===== config.mk =====
export PLATFORM = sky130hd
export DESIGN_NAME = isc_device_flat
export DESIGN_NICKNAME = d
export VERILOG_FILES = /design/src/design/isc_pkg.sv /design/src/design/isc_if.sv /design/src/design/isc_device.sv /design/src/flat_wrapper.sv
export SDC_FILE = /design/constraint.sdc
export NUM_CORES = 1
export LEC_CHECK = 0
export BUFFER_PORTS_ARGS = -buffer_cell sky130_fd_sc_hd__buf_2
export CAP_MARGIN = 20
export CORE_ASPECT_RATIO = 1.75
export CORE_MARGIN = 8
export CORE_UTILIZATION = 51
export DETAILED_ROUTE_END_ITERATION = 7
export GPL_TIMING_DRIVEN = 0
export PLACE_DENSITY = 0.85
export SYNTH_ARGS = -nofsm -noshare
export SYNTH_HDL_FRONTEND = slang
export SYNTH_SLANG_ARGS = --single-unit
export TNS_END_PERCENT = 5

===== constraint.sdc =====
create_clock -name clk -period 4 [get_ports clk]
set_input_delay 0.6 -clock clk [delete_from_list [all_inputs] [get_ports clk]]
set_output_delay 0.6 -clock clk [all_outputs]
set_load 0.02 [all_outputs]

===== src/design/isc_pkg.sv =====
package isc_pkg;
    localparam int ISC_NSRC = 8;
    localparam logic [15:0] ISC_VECTOR = 16'h0010;
    localparam logic [7:0] ISC_SP_STEP = 8'h02;
    localparam logic [7:0] ISC_RST_BYTE = 8'h00;
    localparam logic [15:0] ISC_RST_WORD = 16'h0000;
    // Source positions
    localparam int ISC_SRC_EXT0 = 0;
    localparam int ISC_SRC_EXT1 = 1;
    localparam int ISC_SRC_CONV = 2;
    localparam int ISC_SRC_WIDE_TIMER = 3;
    localparam int ISC_SRC_CMP_PWM1 = 4;
    localparam int ISC_SRC_PWM0 = 5;
    localparam int ISC_SRC_TIMER2 = 6;
    localparam int ISC_SRC_TIMER3 = 7;
    // Edge select encodings, two bits per source
    localparam logic [1:0] ISC_EDGE_BOTH = 2'h0;
    localparam logic [1:0] ISC_EDGE_RISE = 2'h1;
    localparam logic [1:0] ISC_EDGE_FALL = 2'h2;
    // Wake delay in low-speed oscillator periods
    localparam logic [11:0] ISC_WAKE_NORMAL = 12'hbb8;
    localparam logic [11:0] ISC_WAKE_FAST = 12'h02d;
    // Controller register offsets
    localparam logic [3:0] ISC_REG_FLAGS = 4'h0;
    localparam logic [3:0] ISC_REG_ENABLE = 4'h1;
    localparam logic [3:0] ISC_REG_EDGE_LO = 4'h2;
    localparam logic [3:0] ISC_REG_EDGE_HI = 4'h3;
    localparam logic [3:0] ISC_REG_SP = 4'h4;
    localparam logic [3:0] ISC_REG_STATUS = 4'h5;
    localparam logic [3:0] ISC_REG_WAKE_CFG = 4'h6;
    localparam int ISC_STAT_GIE = 0;
    localparam int ISC_STAT_MODE_LO = 1;
    localparam int ISC_CFG_FAST = 0;
    localparam int ISC_CFG_CMP_EN = 1;
    localparam int ISC_CFG_CMP_WAKE = 2;
    typedef enum logic [1:0] {
        ISC_RUN = 2'b00,
        ISC_LIGHT = 2'b01,
        ISC_WAKING = 2'b11,
        ISC_DEEP = 2'b10
    } isc_mode_e;
    typedef enum logic [2:0] {
        ISC_IDLE = 3'b000,
        ISC_PUSH_LO = 3'b001,
        ISC_PUSH_HI = 3'b011,
        ISC_POP_LO = 3'b010,
        ISC_POP_HI = 3'b110
    } isc_seq_e;
endpackage : isc_pkg


===== src/design/isc_if.sv =====
`timescale 1ns/1ps
interface isc_if (
    input wire logic clk,
    input wire logic nrst
);
    import isc_pkg::*;
    // Core instruction strobes and stack memory port
    logic instr_boundary;
    logic op_engint;
    logic op_disgint;
    logic op_reti;
    logic op_stopexe;
    logic op_stopsys;
    logic [15:0] pc_now;
    logic take_irq;
    logic vector_load;
    logic [15:0] pc_load;
    logic pc_load_en;
    logic core_halt;
    logic mem_we;
    logic mem_re;
    logic [7:0] mem_addr;
    logic [7:0] mem_wdata;
    logic [7:0] mem_rdata;
    logic seq_busy;
    // Peripheral and pin side
    logic [7:0] src_level;
    logic [7:0] pin_level;
    logic [7:0] pin_direction_bit;
    logic [7:0] pin_dier;
    logic timer_target_hit;
    logic timer_on_sysclk;
    logic cmp_event;
    logic low_speed_tick;
    logic sysclk_enable;
    logic high_speed_osc_en;
    logic low_speed_osc_en;
    logic external_osc_en;
    logic prog_mem_power;
    logic timers_run_sysclk;
    modport device (
        input instr_boundary, op_engint, op_disgint, op_reti, op_stopexe, op_stopsys, pc_now, mem_rdata,
        input src_level, pin_level, pin_direction_bit, pin_dier, timer_target_hit, timer_on_sysclk,
        input cmp_event, low_speed_tick,
        output take_irq, vector_load, pc_load, pc_load_en, core_halt, mem_we, mem_re, mem_addr, mem_wdata,
        output seq_busy, sysclk_enable, high_speed_osc_en, low_speed_osc_en, external_osc_en,
        output prog_mem_power, timers_run_sysclk
    );
    modport core (
        output instr_boundary, op_engint, op_disgint, op_reti, op_stopexe, op_stopsys, pc_now, mem_rdata,
        output src_level, pin_level, pin_direction_bit, pin_dier, timer_target_hit, timer_on_sysclk,
        output cmp_event, low_speed_tick,
        input take_irq, vector_load, pc_load, pc_load_en, core_halt, mem_we, mem_re, mem_addr, mem_wdata,
        input seq_busy, sysclk_enable, high_speed_osc_en, low_speed_osc_en, external_osc_en,
        input prog_mem_power, timers_run_sysclk
    );
endinterface : isc_if


===== src/design/isc_device.sv =====
// Our own choices: the strobed register port and the register offsets.
`timescale 1ns/1ps
// Function
// - Eight request sources feed the flags
// - Per-source enable bit gates each request
// - Hardware sets flags; software write clears
// - Edge select: rising, falling or both
// - Global enable set/cleared by instructions
// - Flags set even when source disabled
// - Software keeps stack pointer bit0 zero
// - Entry pushes PC, sp+2, clears global, vectors
// - Return pops PC, sp-2, sets global
// - Software reserves two stack bytes per level
// - Flag register readable during service
// - Modes: run, light sleep, deep sleep
// - Light sleep stops only system clock
// - Low-speed oscillator stays on in light
// - Sysclk timers halt in light sleep
// - Light wake on enabled input pin toggle
// - Light wake on non-sysclk timer target
// - Comparator wake needs both enable bits
// - Deep sleep stops oscillators, program memory
// - Deep sleep keeps memory and registers
// - Deep wake only by enabled pin toggle
// - Wake resumes after sleep instruction
// - Wake delay 3000 or 45 slow periods
module isc_device
    import isc_pkg::*;
(
    input wire logic clk,
    input wire logic nrst,
    isc_if.device link,
    input wire logic [3:0] reg_addr,
    input wire logic [7:0] reg_wdata,
    input wire logic reg_we,
    input wire logic reg_re,
    output logic [7:0] reg_rdata
);
    // ****************************************
    // Input synchronisers
    // ****************************************
    logic [7:0] pin_s1_reg, pin_s2_reg, pin_prev_reg;
    logic [7:0] src_prev_reg;
    always_ff @(posedge clk or negedge nrst) begin
        if (!nrst) begin
            pin_s1_reg <= ISC_RST_BYTE;
            pin_s2_reg <= ISC_RST_BYTE;
            pin_prev_reg <= ISC_RST_BYTE;
            src_prev_reg <= ISC_RST_BYTE;
        end else begin
            pin_s1_reg <= link.pin_level;
            pin_s2_reg <= pin_s1_reg;
            pin_prev_reg <= pin_s2_reg;
            src_prev_reg <= link.src_level;
        end
    end

    // ****************************************
    // Request flags
    // ****************************************
    logic [7:0] flags_reg, enable_reg;
    logic [15:0] edge_reg;
    logic [7:0] rise, fall, hit;
    logic gie_reg;
    assign rise = link.src_level & ~src_prev_reg;
    assign fall = ~link.src_level & src_prev_reg;
    genvar gi;
    generate
        for (gi = 0; gi < ISC_NSRC; gi++) begin : g_edge
            wire [1:0] sel = edge_reg[2*gi +: 2];
            assign hit[gi] = (sel == ISC_EDGE_RISE) ? rise[gi] :
                             (sel == ISC_EDGE_FALL) ? fall[gi] : (rise[gi] | fall[gi]);
        end
    endgenerate

    wire wr_flags = reg_we && reg_addr == ISC_REG_FLAGS;
    // Write one to clear; a new edge in the same cycle wins
    wire [7:0] flags_next = (flags_reg & ~(wr_flags ? reg_wdata : ISC_RST_BYTE)) | hit;

    // ****************************************
    // Modes and sequencer
    // ****************************************
    isc_mode_e mode_reg, mode_next;
    isc_seq_e seq_reg, seq_next;
    logic [7:0] sp_reg;
    logic [15:0] pc_save_reg;
    logic [7:0] pc_lo_reg;
    logic [2:0] cfg_reg;
    logic [11:0] wake_cnt_reg;

    wire irq_pending = |(flags_reg & enable_reg) && gie_reg;
    wire run = mode_reg == ISC_RUN;
    wire start_irq = run && seq_reg == ISC_IDLE && link.instr_boundary && irq_pending;
    wire start_reti = run && seq_reg == ISC_IDLE && link.op_reti && !start_irq;
    wire pin_toggle_light = |((pin_s2_reg ^ pin_prev_reg) & link.pin_direction_bit & link.pin_dier);
    wire pin_toggle_deep = |((pin_s2_reg ^ pin_prev_reg) & link.pin_dier);
    wire timer_wake = link.timer_target_hit && !link.timer_on_sysclk;
    wire cmp_wake = link.cmp_event && cfg_reg[ISC_CFG_CMP_EN] && cfg_reg[ISC_CFG_CMP_WAKE];
    wire light_wake = pin_toggle_light || timer_wake || cmp_wake;
    wire [11:0] wake_len = cfg_reg[ISC_CFG_FAST] ? ISC_WAKE_FAST : ISC_WAKE_NORMAL;

    always_comb begin
        mode_next = mode_reg;
        case (mode_reg)
            ISC_RUN: begin
                if (seq_reg == ISC_IDLE && link.op_stopsys) begin
                    mode_next = ISC_DEEP;
                end else if (seq_reg == ISC_IDLE && link.op_stopexe) begin
                    mode_next = ISC_LIGHT;
                end
            end
            ISC_LIGHT: if (light_wake) mode_next = ISC_WAKING;
            ISC_DEEP: if (pin_toggle_deep) mode_next = ISC_WAKING;
            ISC_WAKING: if (wake_cnt_reg == 12'h000) mode_next = ISC_RUN;
            default: mode_next = ISC_RUN;
        endcase
    end

    always_comb begin
        seq_next = seq_reg;
        case (seq_reg)
            ISC_IDLE: begin
                if (start_irq) seq_next = ISC_PUSH_LO;
                else if (start_reti) seq_next = ISC_POP_LO;
            end
            ISC_PUSH_LO: seq_next = ISC_PUSH_HI;
            ISC_PUSH_HI: seq_next = ISC_IDLE;
            ISC_POP_LO: seq_next = ISC_POP_HI;
            ISC_POP_HI: seq_next = ISC_IDLE;
            default: seq_next = ISC_IDLE;
        endcase
    end

    wire wr_sp = reg_we && reg_addr == ISC_REG_SP && seq_reg == ISC_IDLE;
    // Pop reads the word just below the current pointer
    wire [7:0] sp_minus = sp_reg - ISC_SP_STEP;

    always_ff @(posedge clk or negedge nrst) begin
        if (!nrst) begin
            flags_reg <= ISC_RST_BYTE;
            enable_reg <= ISC_RST_BYTE;
            edge_reg <= ISC_RST_WORD;
            gie_reg <= 1'b0;
            mode_reg <= ISC_RUN;
            seq_reg <= ISC_IDLE;
            sp_reg <= ISC_RST_BYTE;
            pc_save_reg <= ISC_RST_WORD;
            pc_lo_reg <= ISC_RST_BYTE;
            cfg_reg <= 3'h0;
            wake_cnt_reg <= 12'h000;
        end else begin
            flags_reg <= flags_next;
            mode_reg <= mode_next;
            seq_reg <= seq_next;
            if (reg_we && reg_addr == ISC_REG_ENABLE) enable_reg <= reg_wdata;
            if (reg_we && reg_addr == ISC_REG_EDGE_LO) edge_reg[7:0] <= reg_wdata;
            if (reg_we && reg_addr == ISC_REG_EDGE_HI) edge_reg[15:8] <= reg_wdata;
            if (reg_we && reg_addr == ISC_REG_WAKE_CFG) cfg_reg <= reg_wdata[2:0];
            if (start_irq) begin
                pc_save_reg <= link.pc_now;
                gie_reg <= 1'b0;
            end else if (seq_reg == ISC_POP_HI) begin
                gie_reg <= 1'b1;
            end else if (run && link.op_engint) begin
                gie_reg <= 1'b1;
            end else if (run && link.op_disgint) begin
                gie_reg <= 1'b0;
            end
            if (wr_sp) sp_reg <= reg_wdata;
            else if (seq_reg == ISC_PUSH_HI) sp_reg <= sp_reg + ISC_SP_STEP;
            else if (seq_reg == ISC_POP_HI) sp_reg <= sp_minus;
            if (seq_reg == ISC_POP_LO) pc_lo_reg <= link.mem_rdata;
            if (mode_next == ISC_WAKING && mode_reg != ISC_WAKING) wake_cnt_reg <= wake_len;
            else if (mode_reg == ISC_WAKING && link.low_speed_tick && wake_cnt_reg != 12'h000)
                wake_cnt_reg <= wake_cnt_reg - 12'h001;
        end
    end

    // ****************************************
    // Core and memory outputs
    // ****************************************
    assign link.take_irq = start_irq;
    assign link.seq_busy = seq_reg != ISC_IDLE;
    assign link.mem_we = seq_reg == ISC_PUSH_LO || seq_reg == ISC_PUSH_HI;
    assign link.mem_re = seq_reg == ISC_POP_LO || seq_reg == ISC_POP_HI;
    assign link.mem_addr = (seq_reg == ISC_PUSH_LO) ? sp_reg :
                           (seq_reg == ISC_PUSH_HI) ? sp_reg + 8'h01 :
                           (seq_reg == ISC_POP_LO) ? sp_minus :
                           (seq_reg == ISC_POP_HI) ? sp_minus + 8'h01 : ISC_RST_BYTE;
    assign link.mem_wdata = (seq_reg == ISC_PUSH_HI) ? pc_save_reg[15:8] : pc_save_reg[7:0];
    assign link.vector_load = seq_reg == ISC_PUSH_HI;
    assign link.pc_load_en = seq_reg == ISC_PUSH_HI || seq_reg == ISC_POP_HI;
    assign link.pc_load = (seq_reg == ISC_PUSH_HI) ? ISC_VECTOR : {link.mem_rdata, pc_lo_reg};
    // Core halts in every mode but run and while the sequencer is busy; state registers hold
    assign link.core_halt = !run || seq_reg != ISC_IDLE;
    assign link.sysclk_enable = run;
    assign link.high_speed_osc_en = mode_reg != ISC_DEEP;
    assign link.external_osc_en = mode_reg != ISC_DEEP;
    assign link.low_speed_osc_en = mode_reg != ISC_DEEP;
    assign link.prog_mem_power = mode_reg != ISC_DEEP;
    assign link.timers_run_sysclk = run;

    // ****************************************
    // Register read port
    // ****************************************
    wire [7:0] status = {5'h00, mode_reg, gie_reg};
    always_ff @(posedge clk or negedge nrst) begin
        if (!nrst) begin
            reg_rdata <= ISC_RST_BYTE;
        end else if (reg_re) begin
            case (reg_addr)
                ISC_REG_FLAGS: reg_rdata <= flags_reg;
                ISC_REG_ENABLE: reg_rdata <= enable_reg;
                ISC_REG_EDGE_LO: reg_rdata <= edge_reg[7:0];
                ISC_REG_EDGE_HI: reg_rdata <= edge_reg[15:8];
                ISC_REG_SP: reg_rdata <= sp_reg;
                ISC_REG_STATUS: reg_rdata <= status;
                ISC_REG_WAKE_CFG: reg_rdata <= {5'h00, cfg_reg};
                default: reg_rdata <= ISC_RST_BYTE;
            endcase
        end else begin
            reg_rdata <= ISC_RST_BYTE;
        end
    end
endmodule : isc_device


===== src/flat_wrapper.sv =====
// flat-port wrapper written by rule: the top's interface ports become plain ports
module isc_device_flat import isc_pkg::*;
  (clk, nrst, reg_addr, reg_wdata, reg_we, reg_re, reg_rdata, link_instr_boundary, link_op_engint, link_op_disgint, link_op_reti, link_op_stopexe, link_op_stopsys, link_pc_now, link_mem_rdata, link_src_level, link_pin_level, link_pin_direction_bit, link_pin_dier, link_timer_target_hit, link_timer_on_sysclk, link_cmp_event, link_low_speed_tick, link_take_irq, link_vector_load, link_pc_load, link_pc_load_en, link_core_halt, link_mem_we, link_mem_re, link_mem_addr, link_mem_wdata, link_seq_busy, link_sysclk_enable, link_high_speed_osc_en, link_low_speed_osc_en, link_external_osc_en, link_prog_mem_power, link_timers_run_sysclk);
  isc_if link_i (.clk(clk), .nrst(nrst));
  input wire logic clk;
  input wire logic nrst;
  input wire logic [3:0] reg_addr;
  input wire logic [7:0] reg_wdata;
  input wire logic reg_we;
  input wire logic reg_re;
  output logic [7:0] reg_rdata;
  input wire logic [$bits(link_i.instr_boundary)-1:0] link_instr_boundary;
  input wire logic [$bits(link_i.op_engint)-1:0] link_op_engint;
  input wire logic [$bits(link_i.op_disgint)-1:0] link_op_disgint;
  input wire logic [$bits(link_i.op_reti)-1:0] link_op_reti;
  input wire logic [$bits(link_i.op_stopexe)-1:0] link_op_stopexe;
  input wire logic [$bits(link_i.op_stopsys)-1:0] link_op_stopsys;
  input wire logic [$bits(link_i.pc_now)-1:0] link_pc_now;
  input wire logic [$bits(link_i.mem_rdata)-1:0] link_mem_rdata;
  input wire logic [$bits(link_i.src_level)-1:0] link_src_level;
  input wire logic [$bits(link_i.pin_level)-1:0] link_pin_level;
  input wire logic [$bits(link_i.pin_direction_bit)-1:0] link_pin_direction_bit;
  input wire logic [$bits(link_i.pin_dier)-1:0] link_pin_dier;
  input wire logic [$bits(link_i.timer_target_hit)-1:0] link_timer_target_hit;
  input wire logic [$bits(link_i.timer_on_sysclk)-1:0] link_timer_on_sysclk;
  input wire logic [$bits(link_i.cmp_event)-1:0] link_cmp_event;
  input wire logic [$bits(link_i.low_speed_tick)-1:0] link_low_speed_tick;
  output wire logic [$bits(link_i.take_irq)-1:0] link_take_irq;
  output wire logic [$bits(link_i.vector_load)-1:0] link_vector_load;
  output wire logic [$bits(link_i.pc_load)-1:0] link_pc_load;
  output wire logic [$bits(link_i.pc_load_en)-1:0] link_pc_load_en;
  output wire logic [$bits(link_i.core_halt)-1:0] link_core_halt;
  output wire logic [$bits(link_i.mem_we)-1:0] link_mem_we;
  output wire logic [$bits(link_i.mem_re)-1:0] link_mem_re;
  output wire logic [$bits(link_i.mem_addr)-1:0] link_mem_addr;
  output wire logic [$bits(link_i.mem_wdata)-1:0] link_mem_wdata;
  output wire logic [$bits(link_i.seq_busy)-1:0] link_seq_busy;
  output wire logic [$bits(link_i.sysclk_enable)-1:0] link_sysclk_enable;
  output wire logic [$bits(link_i.high_speed_osc_en)-1:0] link_high_speed_osc_en;
  output wire logic [$bits(link_i.low_speed_osc_en)-1:0] link_low_speed_osc_en;
  output wire logic [$bits(link_i.external_osc_en)-1:0] link_external_osc_en;
  output wire logic [$bits(link_i.prog_mem_power)-1:0] link_prog_mem_power;
  output wire logic [$bits(link_i.timers_run_sysclk)-1:0] link_timers_run_sysclk;
  assign link_i.instr_boundary = link_instr_boundary;
  assign link_i.op_engint = link_op_engint;
  assign link_i.op_disgint = link_op_disgint;
  assign link_i.op_reti = link_op_reti;
  assign link_i.op_stopexe = link_op_stopexe;
  assign link_i.op_stopsys = link_op_stopsys;
  assign link_i.pc_now = link_pc_now;
  assign link_i.mem_rdata = link_mem_rdata;
  assign link_i.src_level = link_src_level;
  assign link_i.pin_level = link_pin_level;
  assign link_i.pin_direction_bit = link_pin_direction_bit;
  assign link_i.pin_dier = link_pin_dier;
  assign link_i.timer_target_hit = link_timer_target_hit;
  assign link_i.timer_on_sysclk = link_timer_on_sysclk;
  assign link_i.cmp_event = link_cmp_event;
  assign link_i.low_speed_tick = link_low_speed_tick;
  assign link_take_irq = link_i.take_irq;
  assign link_vector_load = link_i.vector_load;
  assign link_pc_load = link_i.pc_load;
  assign link_pc_load_en = link_i.pc_load_en;
  assign link_core_halt = link_i.core_halt;
  assign link_mem_we = link_i.mem_we;
  assign link_mem_re = link_i.mem_re;
  assign link_mem_addr = link_i.mem_addr;
  assign link_mem_wdata = link_i.mem_wdata;
  assign link_seq_busy = link_i.seq_busy;
  assign link_sysclk_enable = link_i.sysclk_enable;
  assign link_high_speed_osc_en = link_i.high_speed_osc_en;
  assign link_low_speed_osc_en = link_i.low_speed_osc_en;
  assign link_external_osc_en = link_i.external_osc_en;
  assign link_prog_mem_power = link_i.prog_mem_power;
  assign link_timers_run_sysclk = link_i.timers_run_sysclk;
  isc_device u_core (.clk(clk), .nrst(nrst), .link(link_i), .reg_addr(reg_addr), .reg_wdata(reg_wdata), .reg_we(reg_we), .reg_re(reg_re), .reg_rdata(reg_rdata));
endmodule

==> summary.md, run 1 <==
| Metric | Value |
|---|---|
| Outcome | completed |
| Detail Placement HPWL | 12.74 mm |
| Die Wd | 101.6 um |
| Post-route insts no fill | 988 |
| RSZ-0062 raised after global routing | no |
| Final period util | 92.11% |
| H-tree depth | 4 |
| Largest family of logic cells by synthesized area | simple AND/OR/NAND/NOR gates |
| Leakage power | 0.003840 uW |
| Fmax | 271.4 MHz |
| Net Switching | 1747 uW |
| Skew-Pair Late Insertion Delay | 420 ps |
| # Post-CTS Setup Buffers | 0 |
| CTS Buf Count | 17 |
| Synth Cell Area | 0.006543 sq mm |
| All-layer global routing usage | 20.97% |
| Synth Area in Compound Gates | 12.64% |
| R2R setup slack | 1630 ps |
| Reg power frac | 37.3% |
| Initial antenna violation count | 1 |
| Synth area leader | dfrtp_1 |
| DR pass1 iterations | 5 |
| R2R depth | 8 |
| Endpoints failing setup | 0 |
| Yosys warns | 0 |
| WS Path Type | reg2out |
| Post-synth ARST share | 100.0% |
| Synth Flop Type | dfrtp_1 |
| Post-CTS sizing | 0 |
| PwrDens | 584.8 mW/mm^2 |
| Hold Buf Count CTS | 0 |
| Row cnt | 55 |
| Synth area leaders | dfrtp_1 (48%), nand2_1 (7.2%), mux2_2 (6.5%) |
| Final Util | 63.14% |
| Yosys reg bits | 125 |
| Avg WL per Cell | 17.35 um |
| Synth top cells by count | nand2_1 (126), dfrtp_1 (125), mux2_2 (38), inv_1 (28), nor2_1 (24) |
| Multiplexer share of the synthesized area | 6.999% |
| Initial core utilization | 51.39% |
| Total grt overflow | 0 |
| Routability congestion estimate | 0.9509 |
| Fin nets | 907 |
| IO Port Bufs | 131 |
| CTS tree | yes |
| CP max FO | 9 |
| Core area | 0.01273 sq mm |
| Worst-path clk slew | 70 ps |
| Vias post-DR | 5584 |
| Die ar. | 0.01685 sq mm |
| Vias in the first global route | 5801 |
| Setup TNS | 0 ps |
| Post-Synth Adder-Cell Area | 4.207% |
| First-pass GRT wire length | 28.18 mm |
| Number of synthesized flops with an enable pin | 0 |
| Logic pwr share | 30.4% |
| Arr. time, crit path | 3080 ps |
| Clock root buffer | clkbuf_16 |
| DRC | 0 |
| Syn avg cell area | 10.03 sq um |
| Share of the synthesized area in the top cell type | 47.81% |
| DRT antenna net count | 0 |
| Post-synthesis simple-gate area fraction | 19.74% |
| Largest net degree at the start of global routing | 103 |
| Worst endpoint required time | 3400 ps |
| Worst reg2reg startpoint | u_core.sp_reg[2] |
| FF-to-FF End | u_core.sp_reg[7] |
| Internal Power | 2953 uW |
| Ratio of cells with drive above 1 in the final layout | 28.92% |
| Top-count cell post-synth | nand2_1 |
| Critical Path Slowest Stage Cell | xnor2_1 |
| WHS | 24.63 ps |
| Post-synth cell types | 70 |
| Worst-Margin Slew | 780.5 ps |
| Clock period minus worst slack | 3685 ps |
| Post-synthesis xor/xnor area fraction | 4.552% |
| CP cell instances | clkbuf_1, inv_1, ha_1, xnor2_1, nor3_2, mux2i_1, a22o_1, a221oi_1, a21oi_1, buf_2 |
| Final Max Slew Viols | 0 |
| Placed insts | 955 |
| Clock share of power | 32.4% |
| Final Hold Viols | 0 |
| Worst min-delay path category | in2async |
| Net count after synthesis | 756 |
| Sequential area share after synthesis | 47.81% |
| CTS sink count | 125 |
| Net Sw Frac | 37.17% |
| Area Growth Syn to Fin | 22.85% |
| Max-slew headroom | 47.83% |
| Top Ports | 135 |
| Cells after Synth | 652 |
| Peak supply drop | 0.4296 mV |
| DR vias/cell | 5.652 |
| Reported max-cap violation count | 0 |
| Critical Path Start Type | flop |
| Maximum clock insertion buffer count | 2 |
| Worst stage delay on the critical path | 420 ps |
| Total routed wirelength | 17.15 mm |
| CP Capture Type | primary output |
| Die height | 165.8 um |
| Clock Skew | 12.68 ps |
| Iteration-0 DRC Markers | 304 |
-- power groups by stage --
stage | Sequential, uW | Clock [uW] | Combinational [uW]
6_report | 1750 | 1520 | 1430
5_1_grt | 1780 | 1590 | 1580
4_1_cts | 1750 | 1540 | 1430
3_5_place_dp | 1760 | 0 | 1410
3_3_place_gp | 1750 | 0 | 1380
2_1_floorplan | 1700 | 0 | 1030
-- critical path: cells and delay by family, from the launching register on --
kind            cells  cell delay [ps]
compound gates      3              650
mux                 1              140
flops               1              350
xor+xnor            1              420
simple gates        1              140
buf+inv             3              670
fa+ha+maj           1              290
-- stage by stage --
step	instance area [sq um]	worst slack, ps	power (uW)
after floorplan	6543	1112	2732
after global placement	7412	736.9	3132
after detailed placement	7446	782.0	3179
after CTS	8035	317.9	4712
after global routing	8038	64.90	4947
final	8038	315.5	4700
-- kinds of logic after synthesis --
logic type                 count (synthesis)
adders and majority gates                 22
DFF                                      125
and+or+nand+nor                          256
buffers and inverters                     61
AOI/OAI and AO/OA                        113
muxes                                     41
xor gates and xnor gates                  34
-- final cells by class --
type	count	area [sq um]
Fill cell	1053	4693
Multi-Input combinational cell	466	3149
Sequential cell	125	3128
Timing Repair Buffer	132	689.4
Clock buffer	17	425.4
Tap cell	171	214.0
Clock inverter	15	163.9
Buffer	30	148.9
Inverter	31	116.4
Antenna cell	1	2.502
-- metal layers --
metal / up-vias / routed length [um] / GRT usage [%]
li1: 2602 / - / -
met1: 2675 / 6345 / 23.18
met2: 253 / 8900 / 35.53
met3: 54 / 1181 / 4.996
met4: 0 / 718 / 11.35
met5: - / 0 / 0
-- worst max-delay path by stage --
stage | from | endpoint | slack (ps) | cells past startpoint
floorplan | u_core.sp_reg[2] | link_mem_addr[6] | 1110 | 9
global placement | nrst | u_core.reg_rdata[7] | 740 | 1
detailed placement | u_core.sp_reg[2] | link_mem_addr[6] | 780 | 10
CTS | u_core.sp_reg[2] | link_mem_addr[6] | 320 | 10
global route | u_core.sp_reg[2] | link_mem_addr[6] | 60 | 10
finish | u_core.sp_reg[2] | link_mem_addr[6] | 320 | 10
-- cell usage in the layout, fill, tap and decap left out, drive strengths merged, types with 6 or more instances in the layout --
master     n
buf      149
nand2    127
dfrtp    125
inv       41
mux2      38
clkbuf    30
nor2      24
o21ai     24
xor2      23
ha        22
nand3     20
a21oi     18
nor2b     17
nand3b    16
a22oi     15
xnor2     11
nand4     11
nor3      10
o2111ai    7
a222oi     6
nor3b      6
Power figures use the tool's default switching activity.
==> run 2: changes to the inputs <==
ABC_AREA = 1   (was unset)
CTS_BUF_LIST = sky130_fd_sc_hd__clkbuf_2   (was unset)
==> run 2 against run 1 <==
Combinational power is 4% higher. Sequential share of layout area rose by 0.73 points. Via count grew 10%. Die area grew 0.35%.
==> summary.md, run 2 <==
| Metric | Value |
|---|---|
| Outcome | completed |
| # Post-CTS Setup Buffers | 0 |
| Syn avg cell area | 7.886 sq um |
| Maximum clock insertion buffer count | 2 |
| Leakage power | 0.004217 uW |
| Final Hold Viols | 0 |
| Worst reg2reg startpoint | u_core.seq_reg[2] |
| Clock Skew | 28.05 ps |
| Critical Path Start Type | flop |
| Arr. time, crit path | 2970 ps |
| Cells after Synth | 833 |
| Area Growth Syn to Fin | 20.10% |
| CTS tree | yes |
| Hold EP | u_core.src_prev_reg[4] |
| Avg WL per Cell | 14.72 um |
| PwrDens | 503.9 mW/mm^2 |
| Skew-Pair Late Insertion Delay | 700 ps |
| Synth area leaders | dfrtp_1 (48%), nand2_1 (14%), inv_1 (6.4%) |
| RSZ-0062 raised after global routing | no |
| Commonest non-fill, non-tap cells in the layout | nand2_1 (248), buf_2 (135), dfrtp_1 (125), inv_1 (112), o21ai_0 (75) |
| DR vias/cell | 5.176 |
| Share of the synthesized area in the top cell type | 47.62% |
| Post-DP Area | 0.007487 sq mm |
| Synth Flop Type | dfrtp_1 |
| WS Path Type | reg2out |
| Reported max-cap violation count | 0 |
| Final Max Slew Viols | 0 |
| Post-synth ARST share | 100.0% |
| CTS sink count | 125 |
| DR pass1 iterations | 6 |
| Peak supply drop | 0.1892 mV |
| Core area | 0.01273 sq mm |
| Clock root buffer | clkbuf_2 |
| Yosys reg bits | 125 |
| Largest net degree at the start of global routing | 73 |
| FF-to-FF End | u_core.wake_cnt_reg[7] |
| Synth top cells by count | nand2_1 (248), dfrtp_1 (125), inv_1 (112), o21ai_0 (75), nor2_1 (64) |
| Worst endpoint required time | 3400 ps |
| IO Port Bufs | 134 |
| Die Wd | 101.8 um |
| DRC | 0 |
| Synth area leader | dfrtp_1 |
| R2R depth | 10 |
| H-tree depth | 4 |
| Net count after synthesis | 937 |
| Setup TNS | 0 ps |
| Fin nets | 1107 |
| Worst min-delay path category | in2reg |
| Synth Cell Area | 0.006569 sq mm |
| Total routed wirelength | 17.52 mm |
| Number of synthesized flops with an enable pin | 0 |
| Max-slew headroom | 57.33% |
| DP Worst Slack | 1252 ps |
| Fmax | 280.2 MHz |
| Final period util | 89.23% |
| Vias post-DR | 6160 |
| Yosys warns | 0 |
| Worst Slack Setup Final | 430.9 ps |
| Most common cell after layout, fill and taps aside | nand2_1 |
| Final Cell Area | 0.007889 sq mm |
| Worst-Margin Slew | 637.6 ps |
| Ratio of cells with drive above 1 in the final layout | 19.09% |
| Worst hold start | link_src_level[4] |
| First-pass GRT wire length | 28.28 mm |
| Sequential area share after synthesis | 47.62% |
| Detail Placement HPWL | 13.51 mm |
| All-layer global routing usage | 21.20% |
| Hold Path Depth | 1 |
| Worst-path clk slew | 200 ps |
| CP Capture Type | primary output |
| R2R setup slack | 1940 ps |
| Routability congestion estimate | 0.9203 |
| Post-CTS sizing | 0 |
| Total grt overflow | 0 |
| Post-synth cell types | 48 |
| Vias in the first global route | 6118 |
| DRT antenna net count | 0 |
| Die ar. | 0.01691 sq mm |
| Initial antenna violation count | 1 |
| Row cnt | 55 |
| Endpoints failing setup | 0 |
| CP max FO | 9 |
| Top Ports | 135 |
| Clock period minus worst slack | 3569 ps |
| # fillers | 1119 |
| CTS Buf Count | 17 |
| Top-count cell post-synth | nand2_1 |
| Die height | 166.1 um |
| Iteration-0 DRC Markers | 372 |
| Initial core utilization | 51.60% |
run 2: changes by cell type in the layout (fill, tap and decap cells not counted), sizes merged, moves of 14 or more:
| cell | delta |
|---|---|
| nand3 | +27 |
| a22oi | -14 |
| nand3b | -16 |
| o21ai | +53 |
| inv | +74 |
| mux2 | -38 |
| nor2 | +44 |
| dlygate4sd3 | +16 |
| nand2 | +126 |
| nor2b | -17 |
run 2: worst max-delay path, cell delays in order, from the launching register on:
cell and delay [ps]:
dfrtp_1 490, inv_1 260, ha_1 280, inv_1 140, nand2_1 110, nor2_1 160, nand3_1 130, or2_0 230
a21oi_1 110, o21ai_0 100, nand3_1 90, buf_2 170
run 2: report_power, final:
part	internal (uW)	total [uW]	leakage [uW]	switching, uW
sequential	1490	1710	0.00153	215
clock	281	774	0.000124	493
combinational	538	1490	0.00256	956
total	2310	3970	0.00422	1660
run 2: stage by stage:
| step | power, uW | std cells | utilization [%] | hold WS [ps] |
|---|---|---|---|---|
| 2_1_floorplan | 2728 | 833 | - | 304.4 |
| 3_3_place_gp | 3142 | 1138 | 58.55 | 332.8 |
| 3_5_place_dp | 3189 | 1139 | 58.81 | 334.7 |
| 4_1_cts | 3978 | 1187 | 61.91 | 8.366 |
| 5_1_grt | 4258 | 1188 | 61.93 | 4.940 |
| 6_report | 3975 | 1190 | 61.97 | 37.49 |
run 2: worst max path at each step:
| stage | startpoint | endpoint |
|---|---|---|
| after global routing | u_core.sp_reg[1] | link_mem_addr[6] |
| final | u_core.sp_reg[1] | link_mem_addr[6] |
| after global placement | nrst | u_core.pc_save_reg[14] |
| after floorplan | u_core.sp_reg[1] | link_mem_addr[3] |
| after CTS | u_core.sp_reg[1] | link_mem_addr[6] |
| after detailed placement | u_core.sp_reg[1] | link_mem_addr[6] |
run 2: logic make-up (layout without fill, tap and decap cells):
kind of cell / count (synthesis) / in the layout / share of synthesized area [%]
other cells: 0 / 3 / 0
xor+xnor: 19 / 19 / 2.648
simple gates: 399 / 399 / 25.39
buf+inv: 134 / 317 / 8.210
fa+ha+maj: 22 / 22 / 4.190
flops: 125 / 125 / 47.62
compound gates: 134 / 134 / 11.94
run 2: repair_timing:
action,in CTS,in global routing
hold buffers,16,0
hold endpoints to repair,68,0
endpoints found under the setup margin,0,0
run 2: area by class of cell:
| cell class | instances | area [sq um] | area share, % |
|---|---|---|---|
| Tap cell | 171 | 214.0 | 2.712 |
| Antenna cell | 3 | 7.507 | 0.09516 |
| Timing Repair Buffer | 151 | 864.6 | 10.96 |
| Sequential cell | 125 | 3128 | 39.65 |
| Multi-Input combinational cell | 574 | 2902 | 36.78 |
| Clock buffer | 17 | 85.08 | 1.079 |
| Inverter | 116 | 435.4 | 5.519 |
| Clock inverter | 15 | 148.9 | 1.887 |
| Buffer | 18 | 103.9 | 1.316 |
run 2: routing by layer:
layer  global-route usage, %  vias to the layer above  wire [um]
li1                        -                     3027          -
met1                   21.62                     2854       6402
met2                   37.85                      222       9171
met3                   4.618                       57       1182
met4                   12.26                        0        761
met5                       0                        -          0
==> run 3: changes to the inputs <==
BUFFER_PORTS_ARGS = -buffer_cell sky130_fd_sc_hd__buf_4   (was -buffer_cell sky130_fd_sc_hd__buf_2)
CORE_MARGIN = 2   (was 8)
==> run 3 against run 2 <==
Die area shrank 18%. Setup slack better by 5.8 ps. Final cell count down 0.34%. Total power grew 3.7%. Via count up 1.2%. Hold slack gained 53 ps. Sequential power about the same. Sequential share of layout area shrank 1.7 points. Fmax rose by 0.16%. Critical path depth stayed put.
==> summary.md, run 3 (synthesis results as in run 2) <==
| Metric | Value |
|---|---|
| Worst min-delay path category | in2reg |
| Avg WL per Cell | 14.60 um |
| Area Growth Syn to Fin | 25.39% |
| Iteration-0 DRC Markers | 359 |
| Clock root buffer | clkbuf_2 |
| R2R depth | 10 |
| First-pass GRT wire length | 28.39 mm |
| Ratio of cells with drive above 1 in the final layout | 19.17% |
| R2R setup slack | 2020 ps |
| Post-DP Area | 0.007816 sq mm |
| Worst endpoint required time | 3400 ps |
| Fin nets | 1108 |
| Final period util | 89.08% |
| Top Ports | 135 |
| Arr. time, crit path | 2960 ps |
| Leakage power | 0.004322 uW |
| Core area | 0.01250 sq mm |
| DR vias/cell | 5.256 |
| Routability congestion estimate | 0.9121 |
| Commonest non-fill, non-tap cells in the layout | nand2_1 (248), buf_4 (139), dfrtp_1 (125), inv_1 (112), o21ai_0 (75) |
| Peak supply drop | 0.2248 mV |
| CTS Buf Count | 17 |
| Die ar. | 0.01384 sq mm |
| Final Hold Viols | 0 |
| Row cnt | 54 |
| Die Wd | 89.79 um |
| Setup TNS | 0 ps |
| CP Capture Type | primary output |
| Worst-path clk slew | 210 ps |
| H-tree depth | 4 |
| Hold EP | u_core.pc_save_reg[13] |
| Endpoints failing setup | 0 |
| DRT antenna net count | 0 |
| Maximum clock insertion buffer count | 2 |
| Post-CTS sizing | 0 |
| Largest net degree at the start of global routing | 91 |
| All-layer global routing usage | 25.76% |
| Vias in the first global route | 6114 |
| Clock Skew | 25.79 ps |
| Worst-Margin Slew | 729.1 ps |
| Total grt overflow | 0 |
| DR pass1 iterations | 5 |
| Total routed wirelength | 17.31 mm |
| CTS sink count | 125 |
| WS Path Type | reg2out |
| Most common cell after layout, fill and taps aside | nand2_1 |
| Reported max-cap violation count | 0 |
| Final Max Slew Viols | 0 |
| Met2 wire length | 9.300 mm |
| Max-slew headroom | 50.78% |
| RSZ-0062 raised after global routing | no |
| Initial core utilization | 52.55% |
| Worst reg2reg startpoint | u_core.seq_reg[2] |
| Outcome | completed |
| Vias post-DR | 6234 |
| FF-to-FF End | u_core.wake_cnt_reg[7] |
| Final Cell Area | 0.008237 sq mm |
| CP max FO | 9 |
| CTS tree | yes |
| Met3 wire length | 936 um |
| Hold Path Depth | 3 |
| Wire length on met1 | 6.366 mm |
| Worst hold start | link_pc_now[13] |
| Fmax | 280.6 MHz |
| DRC | 0 |
| Top sig layer | met4 |
| Die height | 154.1 um |
| Detail Placement HPWL | 13.09 mm |
| Critical Path Start Type | flop |
| Skew-Pair Late Insertion Delay | 700 ps |
| Clock period minus worst slack | 3563 ps |
| IO Port Bufs | 134 |
| Initial antenna violation count | 1 |
| PwrDens | 500.3 mW/mm^2 |
| # Post-CTS Setup Buffers | 0 |
run 3: metrics by stage:
step                      hold WS, ps  utilization (%)  total power (uW)  std cells  worst slack [ps]
after floorplan                 304.4                -              2728        833              1476
after global placement          331.8            62.28              3225       1135              1324
after detailed placement        335.8            62.53              3283       1136              1274
after CTS                       43.36            65.88              4120       1185             455.7
after global routing            34.94            65.90              4402       1186             215.2
final                           90.43            65.90              4121       1186             436.7
run 3: power by group:
part,internal [uW],switching (uW)
Sequential,1490,216
Combinational,621,970
Clock,296,526
Total,2410,1710
run 3: worst max-delay path, cell delays in order (launching register included):
cell and delay, ps:
dfrtp_1 500, inv_1 270, ha_1 280, inv_1 130, nand2_1 100, nor2_1 160
nand3_1 140, or2_0 240, a21oi_1 120, o21ai_0 90, nand3_1 90, buf_4 150
run 3: repair_timing:
item,CTS,global route
setup endpoints to repair,0,0
hold endpoints to repair,51,0
hold buffers,17,0
run 3: worst max-delay path by stage:
stage / from / to / slack (ps) / cells after the start
floorplan: u_core.sp_reg[1] / link_mem_addr[3] / 1480 / 5
global placement: u_core.sp_reg[1] / link_mem_addr[3] / 1320 / 6
detailed placement: u_core.sp_reg[1] / link_mem_addr[6] / 1270 / 11
CTS: u_core.sp_reg[1] / link_mem_addr[6] / 460 / 11
global route: u_core.sp_reg[1] / link_mem_addr[6] / 220 / 11
finish: u_core.sp_reg[1] / link_mem_addr[6] / 440 / 11
run 3: cell type report:
| cell class | instances | area, sq um |
|---|---|---|
| Antenna cell | 1 | 2.502 |
| Buffer | 18 | 103.9 |
| Clock buffer | 17 | 85.08 |
| Clock inverter | 15 | 162.7 |
| Fill cell | 1071 | 4263 |
| Inverter | 116 | 435.4 |
| Multi-Input combinational cell | 574 | 2902 |
| Sequential cell | 125 | 3128 |
| Tap cell | 168 | 210.2 |
| Timing Repair Buffer | 152 | 1207 |
run 3: routing by layer:
metal | GRT usage (%) | vias up
met5 | 0 | -
met4 | 13.41 | 0
met3 | 5.292 | 52
met2 | 47.87 | 238
met1 | 27.21 | 2915
li1 | - | 3029
